===== config.mk =====
export PLATFORM = sky130hd
export DESIGN_NAME = sld_linker
export DESIGN_NICKNAME = d
export VERILOG_FILES = /design/src/hw/sld_pkg.sv /design/src/hw/sld_linker.sv
export SDC_FILE = /design/constraint.sdc
export NUM_CORES = 1
export LEC_CHECK = 0
export BUFFER_PORTS_ARGS = -buffer_cell sky130_fd_sc_hd__buf_2
export CORE_MARGIN = 2
export CORE_UTILIZATION = 58
export DETAILED_ROUTE_END_ITERATION = 12
export PLACE_DENSITY = 0.78
export SLEW_MARGIN = 30
export SYNTH_ARGS = -nofsm -noshare
export SYNTH_HDL_FRONTEND = slang
export SYNTH_SLANG_ARGS = --single-unit

===== constraint.sdc =====
create_clock -name clk_sys_in -period 2.5 [get_ports clk_sys_in]
set_input_delay 0.125 -clock clk_sys_in [delete_from_list [all_inputs] [get_ports clk_sys_in]]
set_output_delay 0.125 -clock clk_sys_in [all_outputs]
set_load 0.02 [all_outputs]

===== src/hw/sld_pkg.sv =====
// Purpose: constants and state types for the scan linker data registers
// Assumes: 1149.1 state codes arrive from the tap logic of this device
// Notes:   pin vector indices, control bit positions, reset values
package sld_pkg;
	// tap states, standard 1149.1 encoding
	localparam logic [3:0] TAP_RTI   = 4'hC;
	localparam logic [3:0] TAP_CAPDR = 4'h6;
	localparam logic [3:0] TAP_SHDR  = 4'h2;
	localparam logic [3:0] TAP_UPDDR = 4'h5;
	localparam logic [3:0] TAP_SHIR  = 4'hA;
	localparam logic [3:0] TAP_UPDIR = 4'hD;

	// control chain bit positions
	localparam int CTL_OFF   = 0;
	localparam int CTL_DCIP  = 1;
	localparam int CTL_SRC0  = 5;
	localparam int CTL_SRC1  = 6;
	localparam int CTL_POL   = 7;
	localparam int CTL_HOLD  = 8;
	localparam int CTL_DOWN  = 9;

	// synchronised pin vector layout
	localparam int P_TCK  = 0;
	localparam int P_TMS  = 1;
	localparam int P_TDI  = 2;
	localparam int P_CND  = 3;
	localparam int P_DDI  = 4;
	localparam int P_CAP  = 8;
	localparam int PIN_W  = 18;

	localparam int NPATH  = 4;
	localparam int PS_W   = 8;
	localparam int PIN_CW = 10;
	localparam int IDB_W  = 4;
	localparam int CNT_W  = 8;

	localparam logic [PS_W-1:0]  PS_RST  = 8'h00;
	localparam logic [CNT_W-1:0] CNT_MAX = 8'hFF;
	localparam logic [CNT_W-1:0] CNT_MIN = 8'h00;
	localparam logic [NPATH-1:0] LVL_RST = 4'hF;

	typedef enum logic [2:0] {
		SEL_BYP, SEL_PATH, SEL_PIN, SEL_IDB, SEL_CNT, SEL_EXT
	} sld_sel_e;

	typedef struct packed {
		logic [PIN_W-1:0]            s1;
		logic [PIN_W-1:0]            s2;
		logic [PIN_W-1:0]            s3;
		logic [PIN_W-1:0]            flt;
		logic [1:0]                  pv;
		sld_sel_e                    sel;
		logic [PS_W-1:0]             ps_sh;
		logic [PS_W-1:0]             ps;
		logic [NPATH-1:0]            lvl;
		logic [NPATH-1:0]            fol;
		logic [NPATH-1:0]            pend;
		logic [NPATH-1:0]            stg;
		logic                        bp;
		logic [PIN_CW-1:0]           bsr_sh;
		logic [PIN_CW-1:0]           pin_capture_chain;
		logic [CNT_W-1:0]            cnt_sh;
		logic [CNT_W-1:0]            cnt;
		logic [1:0][CNT_W-1:0]       bufm;
		logic                        wp;
		logic                        rp;
		logic [1:0]                  fill;
		logic                        tdo;
		logic                        tdo_oe_n;
		logic [NPATH-1:0]            dms;
		logic                        dms_oe_n;
		logic [NPATH-1:0]            ddo;
		logic [NPATH-1:0]            ddo_oe_n;
		logic                        downstream_test_clock;
		logic                        downstream_test_clock_oe_n;
		logic                        ce_n;
		logic                        condition_output;
	} sld_st_s;
endpackage : sld_pkg


===== src/hw/sld_linker.sv =====
// Purpose: data registers and path linking of the scan linker
// Assumes: tap state, instruction choice and control bits come from
//          logic on clk_sys_in; test pins are asynchronous
// Notes:   all pin edges are seen through a three flop filter
//
// What this block does
// - path select register is eight bits; reset clears it, paths off
// - four two-bit fields, one per path, high bit is field msb
// - static mode-select levels take effect at Update-DR falling edge
// - follow lines switch at Update-DR when some line already follows
// - first follower held low until Run-Test/Idle falling edge
// - field 00 high, 01 low, msb set follows tms and enables data
// - downstream data driven only in Shift-IR or Shift-DR
// - pin capture chain is ten cells, untouched by reset
// - cell order: mci, mco, dci, ts en, od en, dco, id 4..1
// - identity cells scan alone as a four-bit chain
// - bypass is one bit, loads zero in Capture-DR
// - bypass is the selected register after power-up
// - enabled paths stay ahead of bypass in the chain
// - eight-bit shift plus counter; reset clears shift only
// - counter preloads from shift register, count read back through it
// - condition input edges clock counter; bit 1 picks edge
// - count-end flag low at end value for direction, else high
// - control bit 9 sets count direction, up after reset
// - bit 8 with down count holds at zero
// - bits 5 and 6 route count-end flag to condition output
// - paths chained 1 to 4, then internal register, then tdo
// - one flop of delay before each downstream data output
// - control bit 0 floats downstream clock, data, mode-select
`timescale 1ns/100ps
module sld_linker (
	input  wire logic                  clk_sys_in,
	input  wire logic                  reset_in,
	input  wire logic                  tck_in,
	input  wire logic                  tms_in,
	input  wire logic                  tdi_in,
	input  wire logic                  condition_input_in,
	input  wire logic [3:0]            downstream_data_in,
	input  wire logic [9:0]            pin_capture_in,
	input  wire logic [3:0]            tap_state_in,
	input  wire sld_pkg::sld_sel_e     dr_sel_in,
	input  wire logic [9:0]            control_chain_in,
	input  wire logic                  ext_tdo_in,
	output logic                       tdo_out,
	output logic                       tdo_oe_n_out,
	output logic                       downstream_test_clock_out,
	output logic                       downstream_test_clock_oe_n_out,
	output logic [3:0]                 downstream_mode_select_out,
	output logic                       dms_oe_n_out,
	output logic [3:0]                 downstream_data_out,
	output logic [3:0]                 ddo_oe_n_out,
	output logic [9:0]                 pin_force_out,
	output logic                       count_end_n_out,
	output logic                       condition_output_out,
	output logic                       preload_ready_out
);
	////////////////////////////////////////////////////////////////////
	// power-up value stands in for cells that reset must not touch
	sld_pkg::sld_st_s st_ff = '0;
	sld_pkg::sld_st_s nxt_st;

	logic [sld_pkg::PIN_W-1:0] pins;
	logic [sld_pkg::PIN_W-1:0] dif;
	logic [sld_pkg::NPATH:0]   link;
	logic [3:0]                en;
	logic [3:0]                nf;
	logic [3:0]                nl;
	logic                      tck_f;
	logic                      t_rise;
	logic                      t_fall;
	logic                      c_rise;
	logic                      c_fall;
	logic                      cnt_ev;
	logic                      sh_any;
	logic                      tail;
	logic                      down;
	logic                      hold0;
	logic                      drain;
	logic                      push;
	logic [9:0]                ctl;

	assign ctl  = control_chain_in;
	assign pins = {pin_capture_in, downstream_data_in, condition_input_in,
		tdi_in, tms_in, tck_in};
	// a bit counts only once flops two and three agree
	assign dif    = st_ff.s2 ^ st_ff.s3;
	assign tck_f  = st_ff.flt[sld_pkg::P_TCK];
	assign t_rise = tck_f & ~st_ff.pv[0];
	assign t_fall = ~tck_f & st_ff.pv[0];
	assign c_rise = st_ff.flt[sld_pkg::P_CND] & ~st_ff.pv[1];
	assign c_fall = ~st_ff.flt[sld_pkg::P_CND] & st_ff.pv[1];
	assign cnt_ev = ctl[sld_pkg::CTL_DCIP] ? c_rise : c_fall;
	assign sh_any = (tap_state_in == sld_pkg::TAP_SHDR)
		| (tap_state_in == sld_pkg::TAP_SHIR);
	assign down   = ctl[sld_pkg::CTL_DOWN];
	assign hold0  = ctl[sld_pkg::CTL_HOLD] & down
		& (st_ff.cnt == sld_pkg::CNT_MIN);
	// counting has priority; preload waits a cycle on an edge
	assign drain  = (st_ff.fill != 2'h0) & ~cnt_ev & ~reset_in;
	assign push   = t_fall & (tap_state_in == sld_pkg::TAP_UPDDR)
		& (st_ff.sel == sld_pkg::SEL_CNT) & (st_ff.fill != 2'h2);
	assign link[0] = st_ff.flt[sld_pkg::P_TDI];

	////////////////////////////////////////////////////////////////////
	// per path decode and chaining in ascending order
	genvar gi;
	generate
		for (gi = 0; gi < sld_pkg::NPATH; gi++) begin : g_path
			assign en[gi] = st_ff.ps[2*gi+1];
			assign nf[gi] = st_ff.ps_sh[2*gi+1];
			assign nl[gi] = ~st_ff.ps_sh[2*gi];
			assign link[gi+1] = en[gi] ?
				st_ff.flt[sld_pkg::P_DDI+gi] : link[gi];
		end
	endgenerate

	always_comb begin
		case (st_ff.sel)
			sld_pkg::SEL_BYP:  tail = st_ff.bp;
			sld_pkg::SEL_PATH: tail = st_ff.ps_sh[0];
			sld_pkg::SEL_PIN:  tail = st_ff.bsr_sh[0];
			sld_pkg::SEL_IDB:  tail = st_ff.bsr_sh[0];
			sld_pkg::SEL_CNT:  tail = st_ff.cnt_sh[0];
			default:           tail = ext_tdo_in;
		endcase
		if (tap_state_in == sld_pkg::TAP_SHIR)
			tail = ext_tdo_in;
	end

	////////////////////////////////////////////////////////////////////
	always_comb begin
		nxt_st = st_ff;
		nxt_st.s1 = pins;
		nxt_st.s2 = st_ff.s1;
		nxt_st.s3 = st_ff.s2;
		nxt_st.flt = (st_ff.s2 & ~dif) | (st_ff.flt & dif);
		nxt_st.pv = {st_ff.flt[sld_pkg::P_CND], tck_f};

		if (t_rise) begin
			nxt_st.stg = link[3:0];
			if (tap_state_in == sld_pkg::TAP_CAPDR) begin
				case (st_ff.sel)
					sld_pkg::SEL_BYP:  nxt_st.bp = 1'b0;
					sld_pkg::SEL_PATH: nxt_st.ps_sh = st_ff.ps;
					sld_pkg::SEL_PIN:  nxt_st.bsr_sh =
						st_ff.flt[sld_pkg::P_CAP +: 10];
					sld_pkg::SEL_IDB:  nxt_st.bsr_sh[3:0] =
						st_ff.flt[sld_pkg::P_CAP +: 4];
					sld_pkg::SEL_CNT:  nxt_st.cnt_sh = st_ff.cnt;
					default:           nxt_st.bp = st_ff.bp;
				endcase
			end
			if (tap_state_in == sld_pkg::TAP_SHDR) begin
				case (st_ff.sel)
					sld_pkg::SEL_BYP:  nxt_st.bp = link[4];
					sld_pkg::SEL_PATH: nxt_st.ps_sh =
						{link[4], st_ff.ps_sh[7:1]};
					sld_pkg::SEL_PIN:  nxt_st.bsr_sh =
						{link[4], st_ff.bsr_sh[9:1]};
					sld_pkg::SEL_IDB:  nxt_st.bsr_sh[3:0] =
						{link[4], st_ff.bsr_sh[3:1]};
					sld_pkg::SEL_CNT:  nxt_st.cnt_sh =
						{link[4], st_ff.cnt_sh[7:1]};
					default:           nxt_st.bp = st_ff.bp;
				endcase
			end
		end

		if (t_fall) begin
			nxt_st.tdo = sh_any ? tail : st_ff.tdo;
			nxt_st.tdo_oe_n = ~sh_any;
			nxt_st.ddo = st_ff.stg;
			if (tap_state_in == sld_pkg::TAP_UPDDR) begin
				case (st_ff.sel)
					sld_pkg::SEL_PATH: begin
						nxt_st.ps = st_ff.ps_sh;
						nxt_st.lvl = nl;
						if (|st_ff.fol) begin
							nxt_st.fol = nf;
							nxt_st.pend = 4'h0;
						end else begin
							nxt_st.fol = 4'h0;
							nxt_st.pend = nf;
						end
					end
					sld_pkg::SEL_PIN:  nxt_st.pin_capture_chain = st_ff.bsr_sh;
					sld_pkg::SEL_IDB:  nxt_st.pin_capture_chain[3:0] = st_ff.bsr_sh[3:0];
					default:           nxt_st.bp = st_ff.bp;
				endcase
			end
			if (tap_state_in == sld_pkg::TAP_UPDIR)
				nxt_st.sel = dr_sel_in;
			if (tap_state_in == sld_pkg::TAP_RTI) begin
				nxt_st.fol = st_ff.fol | st_ff.pend;
				nxt_st.pend = 4'h0;
			end
		end

		// two-entry preload buffer between scan side and counter
		if (push) begin
			nxt_st.bufm[st_ff.wp] = st_ff.cnt_sh;
			nxt_st.wp = ~st_ff.wp;
		end
		if (drain) begin
			nxt_st.cnt = st_ff.bufm[st_ff.rp];
			nxt_st.rp = ~st_ff.rp;
		end else if (cnt_ev && !hold0) begin
			nxt_st.cnt = down ? st_ff.cnt - 8'h01
				: st_ff.cnt + 8'h01;
		end
		nxt_st.fill = st_ff.fill + {1'b0, push} - {1'b0, drain};

		// pin side outputs, all registered
		nxt_st.dms = (st_ff.fol & {4{st_ff.flt[sld_pkg::P_TMS]}})
			| (~st_ff.fol & ~st_ff.pend & st_ff.lvl);
		nxt_st.dms_oe_n = ctl[sld_pkg::CTL_OFF];
		nxt_st.downstream_test_clock = tck_f;
		nxt_st.downstream_test_clock_oe_n = ctl[sld_pkg::CTL_OFF];
		nxt_st.ddo_oe_n = ~(en & {4{sh_any & ~ctl[sld_pkg::CTL_OFF]}});
		nxt_st.ce_n = ~(down ? st_ff.cnt == sld_pkg::CNT_MIN
			: st_ff.cnt == sld_pkg::CNT_MAX);
		case (ctl[sld_pkg::CTL_SRC1:sld_pkg::CTL_SRC0])
			2'h2:    nxt_st.condition_output = st_ff.ce_n ^ ctl[sld_pkg::CTL_POL];
			2'h3:    nxt_st.condition_output = st_ff.flt[sld_pkg::P_CND]
				^ ctl[sld_pkg::CTL_POL] ^ ctl[sld_pkg::CTL_DCIP];
			default: nxt_st.condition_output = ~ctl[sld_pkg::CTL_POL];
		endcase

		// pin cells and counter value deliberately survive reset
		if (reset_in) begin
			nxt_st.ps_sh = sld_pkg::PS_RST;
			nxt_st.ps = sld_pkg::PS_RST;
			nxt_st.lvl = sld_pkg::LVL_RST;
			nxt_st.fol = 4'h0;
			nxt_st.pend = 4'h0;
			nxt_st.sel = sld_pkg::SEL_BYP;
			nxt_st.bp = 1'b0;
			nxt_st.cnt_sh = 8'h00;
			nxt_st.wp = 1'b0;
			nxt_st.rp = 1'b0;
			nxt_st.fill = 2'h0;
			nxt_st.tdo = 1'b0;
			nxt_st.tdo_oe_n = 1'b1;
			nxt_st.ddo = 4'h0;
			nxt_st.ddo_oe_n = 4'hF;
		end
	end

	always_ff @(posedge clk_sys_in) begin
		st_ff <= nxt_st;
	end

	assign tdo_out                    = st_ff.tdo;
	assign tdo_oe_n_out               = st_ff.tdo_oe_n;
	assign downstream_test_clock_out  = st_ff.downstream_test_clock;
	assign downstream_test_clock_oe_n_out              = st_ff.downstream_test_clock_oe_n;
	assign downstream_mode_select_out = st_ff.dms;
	assign dms_oe_n_out               = st_ff.dms_oe_n;
	assign downstream_data_out        = st_ff.ddo;
	assign ddo_oe_n_out               = st_ff.ddo_oe_n;
	assign pin_force_out              = st_ff.pin_capture_chain;
	assign count_end_n_out            = st_ff.ce_n;
	assign condition_output_out       = st_ff.condition_output;
	assign preload_ready_out          = (st_ff.fill != 2'h2);

	////////////////////////////////////////////////////////////////////
	property p_ps_reset;
		@(posedge clk_sys_in) $fell(reset_in) |-> st_ff.ps == 8'h00;
	endproperty
	a_ps_reset: assert property (p_ps_reset)
		else $error("path select not cleared by reset");

	property p_byp_reset;
		@(posedge clk_sys_in)
		$fell(reset_in) |-> st_ff.sel == sld_pkg::SEL_BYP;
	endproperty
	a_byp_reset: assert property (p_byp_reset)
		else $error("bypass not selected after reset");

	property p_ddo_shift;
		@(posedge clk_sys_in) disable iff (reset_in)
		!(&ddo_oe_n_out) |-> $past(sh_any) && !$past(ctl[0]);
	endproperty
	a_ddo_shift: assert property (p_ddo_shift)
		else $error("data out driven outside shift states");

	property p_off;
		@(posedge clk_sys_in) disable iff (reset_in)
		ctl[0] |=> downstream_test_clock_oe_n_out && dms_oe_n_out && (&ddo_oe_n_out);
	endproperty
	a_off: assert property (p_off)
		else $error("downstream pins not floated");

	property p_byp_cap;
		@(posedge clk_sys_in) disable iff (reset_in)
		t_rise && tap_state_in == sld_pkg::TAP_CAPDR
			&& st_ff.sel == sld_pkg::SEL_BYP |=> !st_ff.bp;
	endproperty
	a_byp_cap: assert property (p_byp_cap)
		else $error("bypass did not capture zero");

	property p_first_low;
		@(posedge clk_sys_in) disable iff (reset_in)
		st_ff.pend[0] |=> !downstream_mode_select_out[0];
	endproperty
	a_first_low: assert property (p_first_low)
		else $error("new follower not held low");

	// checker copy of the bit entering path one; no long repetition
	logic chk_in_ff = 1'b0;
	always_ff @(posedge clk_sys_in) begin
		if (t_rise) begin
			chk_in_ff <= link[0];
		end
	end

	property p_delay;
		@(posedge clk_sys_in) disable iff (reset_in)
		t_fall && en[0] |=> downstream_data_out[0] == chk_in_ff;
	endproperty
	a_delay: assert property (p_delay)
		else $error("data out delay not one flop");

	property p_hold;
		@(posedge clk_sys_in) disable iff (reset_in)
		hold0 && !drain |=> st_ff.cnt == 8'h00;
	endproperty
	a_hold: assert property (p_hold)
		else $error("counter left zero while holding");

	property p_cnt_up;
		@(posedge clk_sys_in) disable iff (reset_in)
		cnt_ev && !down && !drain
			|=> st_ff.cnt == $past(st_ff.cnt) + 8'h01;
	endproperty
	a_cnt_up: assert property (p_cnt_up)
		else $error("counter did not step up");

	property p_end_up;
		@(posedge clk_sys_in) disable iff (reset_in)
		st_ff.cnt == 8'hFF && !down ##1 !down |-> !count_end_n_out;
	endproperty
	a_end_up: assert property (p_end_up)
		else $error("count end flag missing at all ones");

	property p_static_lvl;
		@(posedge clk_sys_in) disable iff (reset_in)
		t_fall && tap_state_in == sld_pkg::TAP_UPDDR
			&& st_ff.sel == sld_pkg::SEL_PATH && !st_ff.ps_sh[1]
			|-> ##2 downstream_mode_select_out[0]
				== !$past(st_ff.ps_sh[0], 2);
	endproperty
	a_static_lvl: assert property (p_static_lvl)
		else $error("static mode-select level not applied");

	property p_cnt_dn;
		@(posedge clk_sys_in) disable iff (reset_in)
		cnt_ev && down && !hold0 && !drain
			|=> st_ff.cnt == $past(st_ff.cnt) - 8'h01;
	endproperty
	a_cnt_dn: assert property (p_cnt_dn)
		else $error("counter did not step down");

	property p_preload;
		@(posedge clk_sys_in) disable iff (reset_in)
		push && st_ff.fill == 2'h0 ##1 !cnt_ev
			|=> st_ff.cnt == $past(st_ff.cnt_sh, 2);
	endproperty
	a_preload: assert property (p_preload)
		else $error("counter preload not taken");

	property p_tdo_idle;
		@(posedge clk_sys_in) disable iff (reset_in)
		t_fall && !sh_any |=> tdo_oe_n_out && $stable(tdo_out);
	endproperty
	a_tdo_idle: assert property (p_tdo_idle)
		else $error("tdo moved outside shift states");
endmodule : sld_linker


==> results of run 1 <==
==> layout by cell type, fill, tap and decap left out, types with 3 or more instances in the layout <==
master	n
a21o_1	6
o211ai_1	3
and2_1	3
dlygate4sd3_1	24
nand3_1	20
mux2i_1	20
inv_6	5
a21oi_1	30
dfxtp_1	117
nor3b_1	3
o22ai_1	5
clkinv_2	4
ha_1	8
buf_4	15
nor4_1	3
nand3b_1	5
xnor2_1	23
a211oi_1	9
mux2_2	3
inv_1	15
nand2_1	61
xor2_1	4
edfxtp_1	66
and3b_1	3
nand4_1	9
a22o_1	4
buf_2	64
o21ai_0	21
a311oi_1	11
nor2_1	36
nor2b_1	7
nand2b_1	8
or2_2	3
clkbuf_16	17
==> area by class of cell <==
| class | instances | area, sq um | area share [%] |
|---|---|---|---|
| Sequential cell | 183 | 4324 | 53.70 |
| Multi-Input combinational cell | 344 | 2253 | 27.98 |
| Timing Repair Buffer | 103 | 673.1 | 8.359 |
| Clock buffer | 17 | 425.4 | 5.283 |
| Tap cell | 143 | 178.9 | 2.222 |
| Clock inverter | 15 | 141.4 | 1.756 |
| Inverter | 15 | 56.30 | 0.6992 |
==> cells by family after synthesis <==
logic type / count (synthesis) / share of synthesized area, %
buf+inv: 63 / 5.364
mux: 23 / 3.366
simple gates: 177 / 13.27
fa+ha+maj: 9 / 1.728
xor+xnor: 27 / 3.402
compound gates: 108 / 10.66
flops: 183 / 62.21
==> cell usage after synthesis, types with 3 or more instances <==
cell type | number | area, sq um
buf_2 | 7 | 35.03
nor4_1 | 3 | 18.77
edfxtp_1 | 66 | 1982
clkbuf_1 | 10 | 37.54
nor2_1 | 36 | 135.1
ha_1 | 8 | 100.1
a22o_1 | 4 | 35.03
o21ai_0 | 21 | 105.1
o22ai_1 | 5 | 31.28
nand4_1 | 9 | 56.30
nor3b_1 | 3 | 22.52
nand2_1 | 61 | 229.0
buf_6 | 3 | 33.78
and2_1 | 3 | 18.77
xnor2_1 | 23 | 201.4
mux2_2 | 3 | 33.78
o211ai_1 | 3 | 22.52
xor2_1 | 4 | 35.03
a311oi_1 | 11 | 96.34
or2_2 | 3 | 18.77
a21o_1 | 6 | 45.04
buf_4 | 25 | 187.7
and3b_1 | 3 | 26.28
nand3_1 | 20 | 100.1
a21oi_1 | 30 | 150.1
nor2b_1 | 7 | 43.79
nand2b_1 | 8 | 50.05
dfxtp_1 | 117 | 2342
a211oi_1 | 9 | 67.56
mux2i_1 | 20 | 200.2
nand3b_1 | 5 | 37.54
inv_1 | 15 | 56.30
==> worst paths after layout <==
| path | start | to | slack, ns |
|---|---|---|---|
| worst max register to register | flop | st_ff[20] | 0.19 |
| worst max-delay path | flop | st_ff[20] | 0.19 |
| worst min-delay path | control_chain_in[9] | count_end_n_out | 0.13 |
| worst min register to register | nxt_st[155] | nxt_st[137] | 0.33 |
==> report_power, final <==
| part | switching [uW] | internal (uW) | total [uW] |
|---|---|---|---|
| clock | 1160 | 1390 | 2550 |
| sequential | 71.1 | 3210 | 3280 |
| combinational | 197 | 179 | 376 |
==> routing by layer <==
metal | vias to the layer above | GRT usage (%) | share of wire, %
met3 | 27 | 6.908 | 5.8
met4 | 0 | 9.187 | 2.5
met5 | - | 0 | 0
li1 | 2246 | - | -
met2 | 156 | 34.73 | 49
met1 | 2209 | 27.39 | 43
==> registers in the layout, indices dropped and copies added, names as in the netlist, named ones only <==
name,count
downstream_data_out,4
condition_output_out,1
nf,4
downstream_test_clock_oe_n_out,1
nxt_st,36
count_end_n_out,1
st_ff,94
ddo_oe_n_out,4
downstream_mode_select_out,4
tdo_oe_n_out,1
pin_force_out,10
tdo_out,1
en,4
==> repair_timing <==
action                     in CTS  in global routing
setup endpoints to repair       0                  0
hold endpoints to repair       23                  0
gates resized for setup         0                  0
hold buffers                   24                  0
==> metrics by stage <==
stage                     hold slack (ns)  cell area [sq um]
after global placement             0.2268               7246
after global routing               0.1325               8053
after floorplan                    0.1527               6950
final                              0.1349               8053
after detailed placement           0.2286               7246
after CTS                          0.1000               8053
==> metrics.md, run 1 <==
| Metric | Value |
|---|---|
| Final WS setup | `0.1910 ns` |
| Wire per inst | `16.20 microns` |
| Vias per cell | `5.656` |
| CP peak stage delay | `0.50 ns` |
| Fin. Hold Viols | `0` |
| Hold path depth | `2` |
| Unrepaired setup endpoints after global routing | `false` |
| Post-CTS setup repair buffer count | `0` |
| Critical Path, Cell by Cell | `or3b_2 > nand3_1 > inv_1 > ha_1 > inv_1 > ha_1 > xor2_1 > xnor2_1 > nor2_1` |
| Synthesis Warnings | `0` |
| Residual DRC count | `0` |
| Final period util | `92.36%` |
| Kind of critical path | `flop to flop` |
| Layout Nets | `711` |
| DP Worst Slack | `0.1919 ns` |
| Layout cells sized above 1 | `18.76%` |
| GRT Overall Usage | `21.69%` |
| Syn Nets | `637` |
| I/O pin total | `68` |
| First-pass GRT wire length | `21,290 microns` |
| Crit path buffers/inverters | `2` |
| Final ANT Viol Nets | `0` |
| Die area | `12,880 sq um` |
| CP required | `2.80 ns` |
| CTS Sinks | `183` |
| Post-layout util | `69.63%` |
| CTS Buffer Depth | `2` |
| Starting density of the core | `60.10%` |
| Power density over the cells | `771.4 nW/um^2` |
| TNS Setup | `0 ns` |
| Clock skew | `0.008256 ns` |
| Fill count | `805` |
| Delay-heaviest family, CP | `simple AND/OR/NAND/NOR gates` |
| Tot Pwr | `6212 uW` |
| CTS root buf | `clkbuf_16` |
| Register area share after synthesis | `62.21%` |
| Clk slew on worst S/H paths | `0.07 ns` |
| Crit. path cell count | `9` |
| Min-Delay Path Class | `input port to flop` |
| Crit-path max FO | `11` |
| Detailed placer's ending HPWL | `8950 microns` |
| Row cnt | `39` |
| Core area | `11,560 sq um` |
| RePlAce Congestion | `0.8054` |
| Syn Inst Count | `590` |
| Post-route insts no fill | `820` |
| CP Capture Type | `flop` |
| Chip Width | `113.5 microns` |
| Clk_lat worst skew | `0.43 ns` |
| CTS tree | `built` |
| Ant. Diodes | `0` |
| Syn Std Cell Area | `6950 sq um` |
| Port buffer count | `64` |
| Post-synth ARST share | `0%` |
| Cts bufs inserted | `17` |
| Largest net degree at the start of global routing | `54` |
| Area Overhead vs Synth | `15.86%` |
| Worst EP arrival | `2.61 ns` |
| Placed Cells | `764` |
| Avg Cell Area, Syn | `11.78 sq um` |
| Reg2Reg Depth | `9` |
| Post-synth EDFFs | `66` |
| Final setup viols | `0` |
| Cell variety after synth | `61` |
| Critical Path Source Type | `flop` |
| MaxCap Viol Count | `0` |
| H-Tree Depth | `4` |
| Final Max Tran Viols | `0` |
| Fin crit period | `2.309 ns` |
| Number of global-route vias before repair | `4,478` |
| GRT overflow | `0` |
| Relative slew margins | `48.21%` |
| Outcome | `finished clean` |
| Worst slew pin tran | `0.7698 ns` |
| VDD IR max | `775.4 uV` |
| #FFs+latches synth | `183` |
| Initial drt markers | `309` |
| Drt pass-1 iters | `5` |
| Synth Flop Type | `dfxtp_1` |
| F_max | `433.1 MHz` |
| Lkg Pwr | `0.003009 uW` |
| Vias | `4,638` |
| Max stage delay cell, worst path | `or3b_2` |
| DRT Wirelength | `13,280 microns` |
| Initial antenna violation count | `0` |
| Chip Height | `113.5 microns` |
Power figures use the tool's default switching activity.
==> inputs of run 2 (changes only) <==
--- a/config.mk
+++ b/config.mk
@@ -9,5 +9,4 @@
 export CORE_MARGIN = 2
-export CORE_UTILIZATION = 58
+export CORE_UTILIZATION = 35
 export DETAILED_ROUTE_END_ITERATION = 12
-export PLACE_DENSITY = 0.78
 export SLEW_MARGIN = 30
==> constraint.sdc (replaced) <==
create_clock -name clk_sys_in -period 2.5 [get_ports clk_sys_in]
set_input_delay 0.25 -clock clk_sys_in [delete_from_list [all_inputs] [get_ports clk_sys_in]]
set_output_delay 0.25 -clock clk_sys_in [all_outputs]
set_load 0.02 [all_outputs]
==> run 2 against run 1 <==
Against the previous run:
- first-iteration DRC count is 16% lower
- core utilization is 27 points lower
- clock skew is 0.0032 ns higher
- cell area is 2.1% higher
- critical path depth stayed put
- clock-buffer cell count is 2 higher
- via count is 4.9% lower
- die area is 63% higher
- largest cell class unchanged
- sequential share of layout area is 1.1 points lower
- total power is 2.3% higher
==> metrics.md, run 2 (synthesis results as in run 1) <==
| Metric | Value |
|---|---|
| Area Overhead vs Synth | `18.25%` |
| H-Tree Depth | `4 (unchanged)` |
| Outcome | `finished clean` |
| Most common cell after layout, fill and taps aside | `dfxtp_1` |
| CP Capture Type | `flop` |
| Layout Nets | `707 (-0.56%)` |
| Final ANT Viol Nets | `0 (unchanged)` |
| Leading cell types in the layout, fill and taps excluded | `dfxtp_1, edfxtp_1, buf_2` |
| CTS root buf | `clkbuf_16` |
| Vias per cell | `4.696 (-17%)` |
| Final period util | `89.84% (-2.5 points)` |
| Reg2reg setup slack | `0.25 ns (+0.06 ns)` |
| Largest register FFs | `94 (unchanged)` |
| Lkg Pwr | `0.003017 uW (+0.27%)` |
| Post-route cell area | `8219 sq um (+2.1%)` |
| Top reg by flops | `st_ff` |
| CTS Buffer Depth | `2 (unchanged)` |
| Post-layout util | `42.23% (-27 points)` |
| GRT Overall Usage | `12.82% (-8.9 points)` |
| CP required | `2.79 ns (about the same)` |
| Fin crit period | `2.246 ns (-0.06297 ns)` |
| CTS tree | `built` |
| F_max | `445.2 MHz (+2.8%)` |
| Wire per inst | `14.01 microns (-13%)` |
| Die area | `21,000 sq um (+63%)` |
| Residual DRC count | `0 (unchanged)` |
| Clk_lat worst skew | `0.42 ns (about the same)` |
| DP Area | `7398 sq um (+2.1%)` |
| Port buffer count | `64 (unchanged)` |
| Max stage delay cell, worst path | `or3b_2` |
| First-pass GRT wire length | `21,620 microns (+1.6%)` |
| CP peak stage delay | `0.50 ns (about the same)` |
| Critical Path Source Type | `flop` |
| Crit path to | `st_ff[20]` |
| Final setup viols | `0 (unchanged)` |
| I/O pin total | `68 (unchanged)` |
| Crit-path max FO | `11 (unchanged)` |
| Crit. path cell count | `9 (unchanged)` |
| Critical Path, Cell by Cell | `or3b_2 > nand3_1 > inv_1 > ha_1 > inv_1 > ha_1 > xor2_1 > xnor2_1 > nor2_1` |
| Chip Height | `144.9 microns (+28%)` |
| Relative slew margins | `47.56% (-0.65 points)` |
| Worst EP arrival | `2.54 ns (-0.07 ns)` |
| Largest net degree at the start of global routing | `54 (unchanged)` |
| Layout cells sized above 1 | `18.87% (+0.11 points)` |
| Drt pass-1 iters | `5 (unchanged)` |
| CTS Sinks | `183 (unchanged)` |
| Fin. Hold Viols | `0 (unchanged)` |
| MaxCap Viol Count | `0 (unchanged)` |
| Number of global-route vias before repair | `4,385 (-2.1%)` |
| Initial antenna violation count | `2 (+2)` |
| Chip Width | `144.9 microns (+28%)` |
| VDD IR max | `512.5 uV (-34%)` |
| Core area | `19,460 sq um (+68%)` |
| Hold slack | `0.08750 ns (-0.04736 ns)` |
| Row cnt | `51 (+31%)` |
| Detailed placer's ending HPWL | `9396 microns (+5.0%)` |
| Fill count | `1,817 (+130%)` |
| Starting density of the core | `35.71% (-24 points)` |
| Final Max Tran Viols | `0 (unchanged)` |
| Post-CTS Resized | `0 (unchanged)` |
| TNS Setup | `0 ns (unchanged)` |
| Delay-heaviest family, CP | `simple AND/OR/NAND/NOR gates` |
| Min-Delay Path Class | `input port to flop` |
| Worst slew pin tran | `0.7794 ns (+0.009602 ns)` |
| Cts bufs inserted | `17 (unchanged)` |
| Power density over the cells | `773.5 nW/um^2 (+0.27%)` |
| Reg2Reg Capture Point | `st_ff[20]` |
| Unrepaired setup endpoints after global routing | `false` |
| Reg2Reg Depth | `9 (unchanged)` |
| Clk slew on worst S/H paths | `0.08 ns (about the same)` |
| Kind of critical path | `flop to flop` |
| Clock skew | `0.01147 ns (+0.003217 ns)` |
| Vias | `4,410 (-4.9%)` |
| Initial drt markers | `259 (-16%)` |
| GRT overflow | `0 (unchanged)` |
| Crit path buffers/inverters | `2 (unchanged)` |
| RePlAce Congestion | `0.7441 (-7.6%)` |
| DRT Wirelength | `13,160 microns (-0.94%)` |
==> run 2: changes by cell type in the layout (fill, tap and decap cells not counted), sizes merged <==
cell | previous run | this run
clkbuf | 17 | 19
clkinvlp | 1 | 0
bufinv | 1 | 0
diode | 0 | 1
clkinv | 6 | 4
dlygate4sd3 | 24 | 20
inv | 22 | 24
==> run 2: how the worst min path moves through the flow <==
| stage | depth (start not counted) | slack [ns] | endpoint | startpoint |
|---|---|---|---|---|
| detailed placement | 0 | 0.31 | nxt_st[137] | nxt_st[155] |
| finish | 3 | 0.09 | condition_output_out | control_chain_in[6] |
| CTS | 3 | 0.07 | condition_output_out | control_chain_in[6] |
| floorplan | 0 | 0.28 | downstream_test_clock_oe_n_out | control_chain_in[0] |
| global placement | 0 | 0.31 | nxt_st[132] | nxt_st[150] |
| global route | 3 | 0.08 | st_ff[108] | dr_sel_in[0] |
==> run 2: power breakdown <==
group	internal [uW]	switching [uW]	total, uW
Sequential	3210	71.3	3280
Combinational	174	196	370
Clock	1460	1240	2710
Total	4850	1510	6360
==> run 2: repair_timing <==
| item | 4_1_cts | 5_1_grt |
|---|---|---|
| setup buffers | 0 | 0 |
| hold endpoints to repair | 20 | 0 |
| hold buffers | 20 | 0 |
==> run 2: worst register-to-register path: stages, from the launching register on <==
cell and delay [ns]:
edfxtp_1 0.43, or3b_2 0.50, nand3_1 0.11, inv_1 0.18, ha_1 0.33, inv_1 0.04, ha_1 0.17, xor2_1 0.17
xnor2_1 0.14, nor2_1 0.05
==> run 2: per-stage QoR <==
step                      instances  total power (uW)  worst slack [ns]
after CTS                       938              6434            0.2307
final                           939              6358            0.2540
after floorplan                 590              3570            0.3184
after global routing            939              6612           0.09995
after detailed placement        886              3694            0.2194
after global placement          886              3672            0.2773
==> run 2: layout make-up <==
class / instances / area [sq um] / share of cell area (%)
flip-flops and latches: 183 / 4324 / 52.61
multi-input cells: 344 / 2253 / 27.42
repair buffers: 99 / 633.1 / 7.703
clock buffers: 19 / 475.5 / 5.785
well taps: 265 / 331.6 / 4.034
clock inverters: 13 / 142.6 / 1.735
inverters: 15 / 56.30 / 0.6850
diodes: 1 / 2.502 / 0.03045
==> run 2: per-layer routing <==
metal	vias up	share of wire, %	track usage [%]
li1	2238	-	-
met1	2057	45	15.42
met2	93	49	21.69
met3	22	4.0	3.365
met4	0	2.4	5.545
met5	-	0	0
==> inputs of run 3 (changes only) <==
- SKIP_CTS_REPAIR_TIMING: default -> 1
- clock period: 2.5 -> 2.25 ns (I/O delays scaled with it)
==> run 3 against run 2 <==
Against the previous run:
- register-to-register slack lost 0.08 ns
- clock power grew 6%
- global-route usage grew 0.17 points
- highest routed layer unchanged
- flip-flop and latch count is the same
- cell area grew 0.64%
- core utilization grew 0.27 points
- critical path depth is the same
==> metrics.md, run 3 (synthesis results as in run 1) <==
| Metric | Value |
|---|---|
| Outcome | `finished clean` |
| GRT Overall Usage | `13.00% (+0.17 points)` |
| Fin. Hold Viols | `0 (unchanged)` |
| Number of global-route vias before repair | `4,491 (+2.4%)` |
| MaxCap Viol Count | `0 (unchanged)` |
| Register area | `4324 sq um (unchanged)` |
| Core area | `19,460 sq um (unchanged)` |
| HP Start | `control_chain_in[6]` |
| Chip Height | `144.9 microns (unchanged)` |
| CP required | `2.54 ns (-0.25 ns)` |
| First-pass GRT wire length | `21,920 microns (+1.4%)` |
| CTS tree | `built` |
| Residual DRC count | `0 (unchanged)` |
| Fill count | `1,819 (+0.11%)` |
| Port buffer count | `64 (unchanged)` |
| Fin crit period | `2.078 ns (-0.1679 ns)` |
| Layout Nets | `719 (+1.7%)` |
| Wire per inst | `13.99 microns (-0.14%)` |
| Min-Delay Path Class | `input port to flop` |
| F_max | `481.2 MHz (+8.1%)` |
| TNS Setup | `0 ns (unchanged)` |
| Relative slew margins | `46.81% (-0.75 points)` |
| Leading cell types in the layout, fill and taps excluded | `dfxtp_1, edfxtp_1, buf_2` |
| Crit-path max FO | `4 (-7)` |
| DRT Wirelength | `13,310 microns (+1.1%)` |
| Critical Path Source Type | `flop` |
| Multi-input gate area | `2253 sq um (unchanged)` |
| Largest register FFs | `94 (unchanged)` |
| Final ANT Viol Nets | `0 (unchanged)` |
| CTS Sinks | `183 (unchanged)` |
| Final Max Tran Viols | `0 (unchanged)` |
| Final setup viols | `0 (unchanged)` |
| Detailed placer's ending HPWL | `9514 microns (+1.3%)` |
| Drt pass-1 iters | `5 (unchanged)` |
| Worst EP arrival | `2.36 ns (-0.18 ns)` |
| Vias | `4,475 (+1.5%)` |
| H-Tree Depth | `4 (unchanged)` |
| Clk slew on worst S/H paths | `0.07 ns (about the same)` |
| Initial drt markers | `284 (+9.7%)` |
| I/O pin total | `68 (unchanged)` |
| Largest net degree at the start of global routing | `54 (unchanged)` |
| Reg2reg setup slack | `0.17 ns (-0.08 ns)` |
| CTS Buffer Depth | `2 (unchanged)` |
| Chip Width | `144.9 microns (unchanged)` |
| CTS root buf | `clkbuf_16` |
| Clock skew | `0.008190 ns (-0.003282 ns)` |
| Worst slew pin tran | `0.7906 ns (+0.01117 ns)` |
| Initial antenna violation count | `1 (-1)` |
| CP Capture Type | `flop` |
| Row cnt | `51 (unchanged)` |
| Kind of critical path | `flop to flop` |
| Power density over the cells | `838.7 nW/um^2 (+8.4%)` |
| Area Overhead vs Synth | `19.01%` |
| Unrepaired setup endpoints after global routing | `false` |
| Lkg Pwr | `0.003056 uW (+1.3%)` |
| VDD IR max | `519.2 uV (+1.3%)` |
| Top reg by flops | `st_ff` |
| Hold slack | `0.05608 ns (-0.03142 ns)` |
| Starting density of the core | `35.71% (unchanged)` |
| Clk_lat worst skew | `0.42 ns (about the same)` |
| Most common cell after layout, fill and taps aside | `dfxtp_1` |
| Cts bufs inserted | `17 (unchanged)` |
| Layout cells sized above 1 | `20.29% (+1.4 points)` |
| GRT overflow | `0 (unchanged)` |
| Vias per cell | `4.706 (+0.19%)` |
| RePlAce Congestion | `0.7465 (+0.32%)` |
| Final period util | `92.36% (+2.5 points)` |
| Die area | `21,000 sq um (unchanged)` |
-- run 3: cell count changes in the layout (fill, tap and decap cells not counted) --
cell | previous run | this run
clkinv_4 | 1 | 2
buf_4 | 15 | 27
inv_4 | 0 | 1
clkbuf_16 | 19 | 17
inv_8 | 7 | 5
clkinvlp_4 | 0 | 1
clkinv_2 | 1 | 0
inv_6 | 2 | 4
-- run 3: final cells by class --
type | count | area share [%]
Inverter | 15 | 0.6807
Clock inverter | 15 | 1.876
Tap cell | 265 | 4.008
Antenna cell | 1 | 0.03025
Multi-Input combinational cell | 344 | 27.24
Clock buffer | 17 | 5.143
Timing Repair Buffer | 111 | 8.743
Sequential cell | 183 | 52.28
-- run 3: worst paths after layout --
| path | to | cells past startpoint |
|---|---|---|
| setup reg to reg | st_ff[20] | 9 |
| hold / removal | condition_output_out | 3 |
| setup / recovery | st_ff[20] | 9 |
| hold reg to reg | nxt_st[139] | 0 |
-- run 3: per-stage QoR --
step | cells | cell area [sq um] | total power [uW] | setup WS, ns | util, %
2_1_floorplan | 590 | 6950 | 3967 | 0.06843 | -
3_3_place_gp | 898 | 7488 | 4088 | 0.1934 | 38.48
3_5_place_dp | 898 | 7488 | 4108 | 0.1687 | 38.48
4_1_cts | 930 | 8069 | 7008 | 0.1489 | 41.46
5_1_grt | 950 | 8269 | 7232 | 0.03448 | 42.49
6_report | 951 | 8272 | 6938 | 0.1719 | 42.50
-- run 3: metal layers --
layer  vias to the layer above  global-route usage (%)  part of all wire [%]
met5                         -                       0                     0
met2                        92                   21.86                    49
met1                      2113                   15.57                    44
met3                        12                   4.057                   4.8
met4                         0                   5.000                   1.3
li1                       2258                       -                     -
-- run 3: power breakdown --
part / switching, uW / internal, uW
Sequential: 76.8 / 3570
Clock: 1390 / 1490
Combinational: 215 / 198
-- run 3: critical path: stages (launching register included) --
cell and delay (ns):
edfxtp_1 0.43, or3b_2 0.50, nand3_1 0.12, inv_1 0.07, ha_1 0.27, inv_1 0.04, ha_1 0.17, xor2_1 0.16
xnor2_1 0.14, nor2_1 0.05
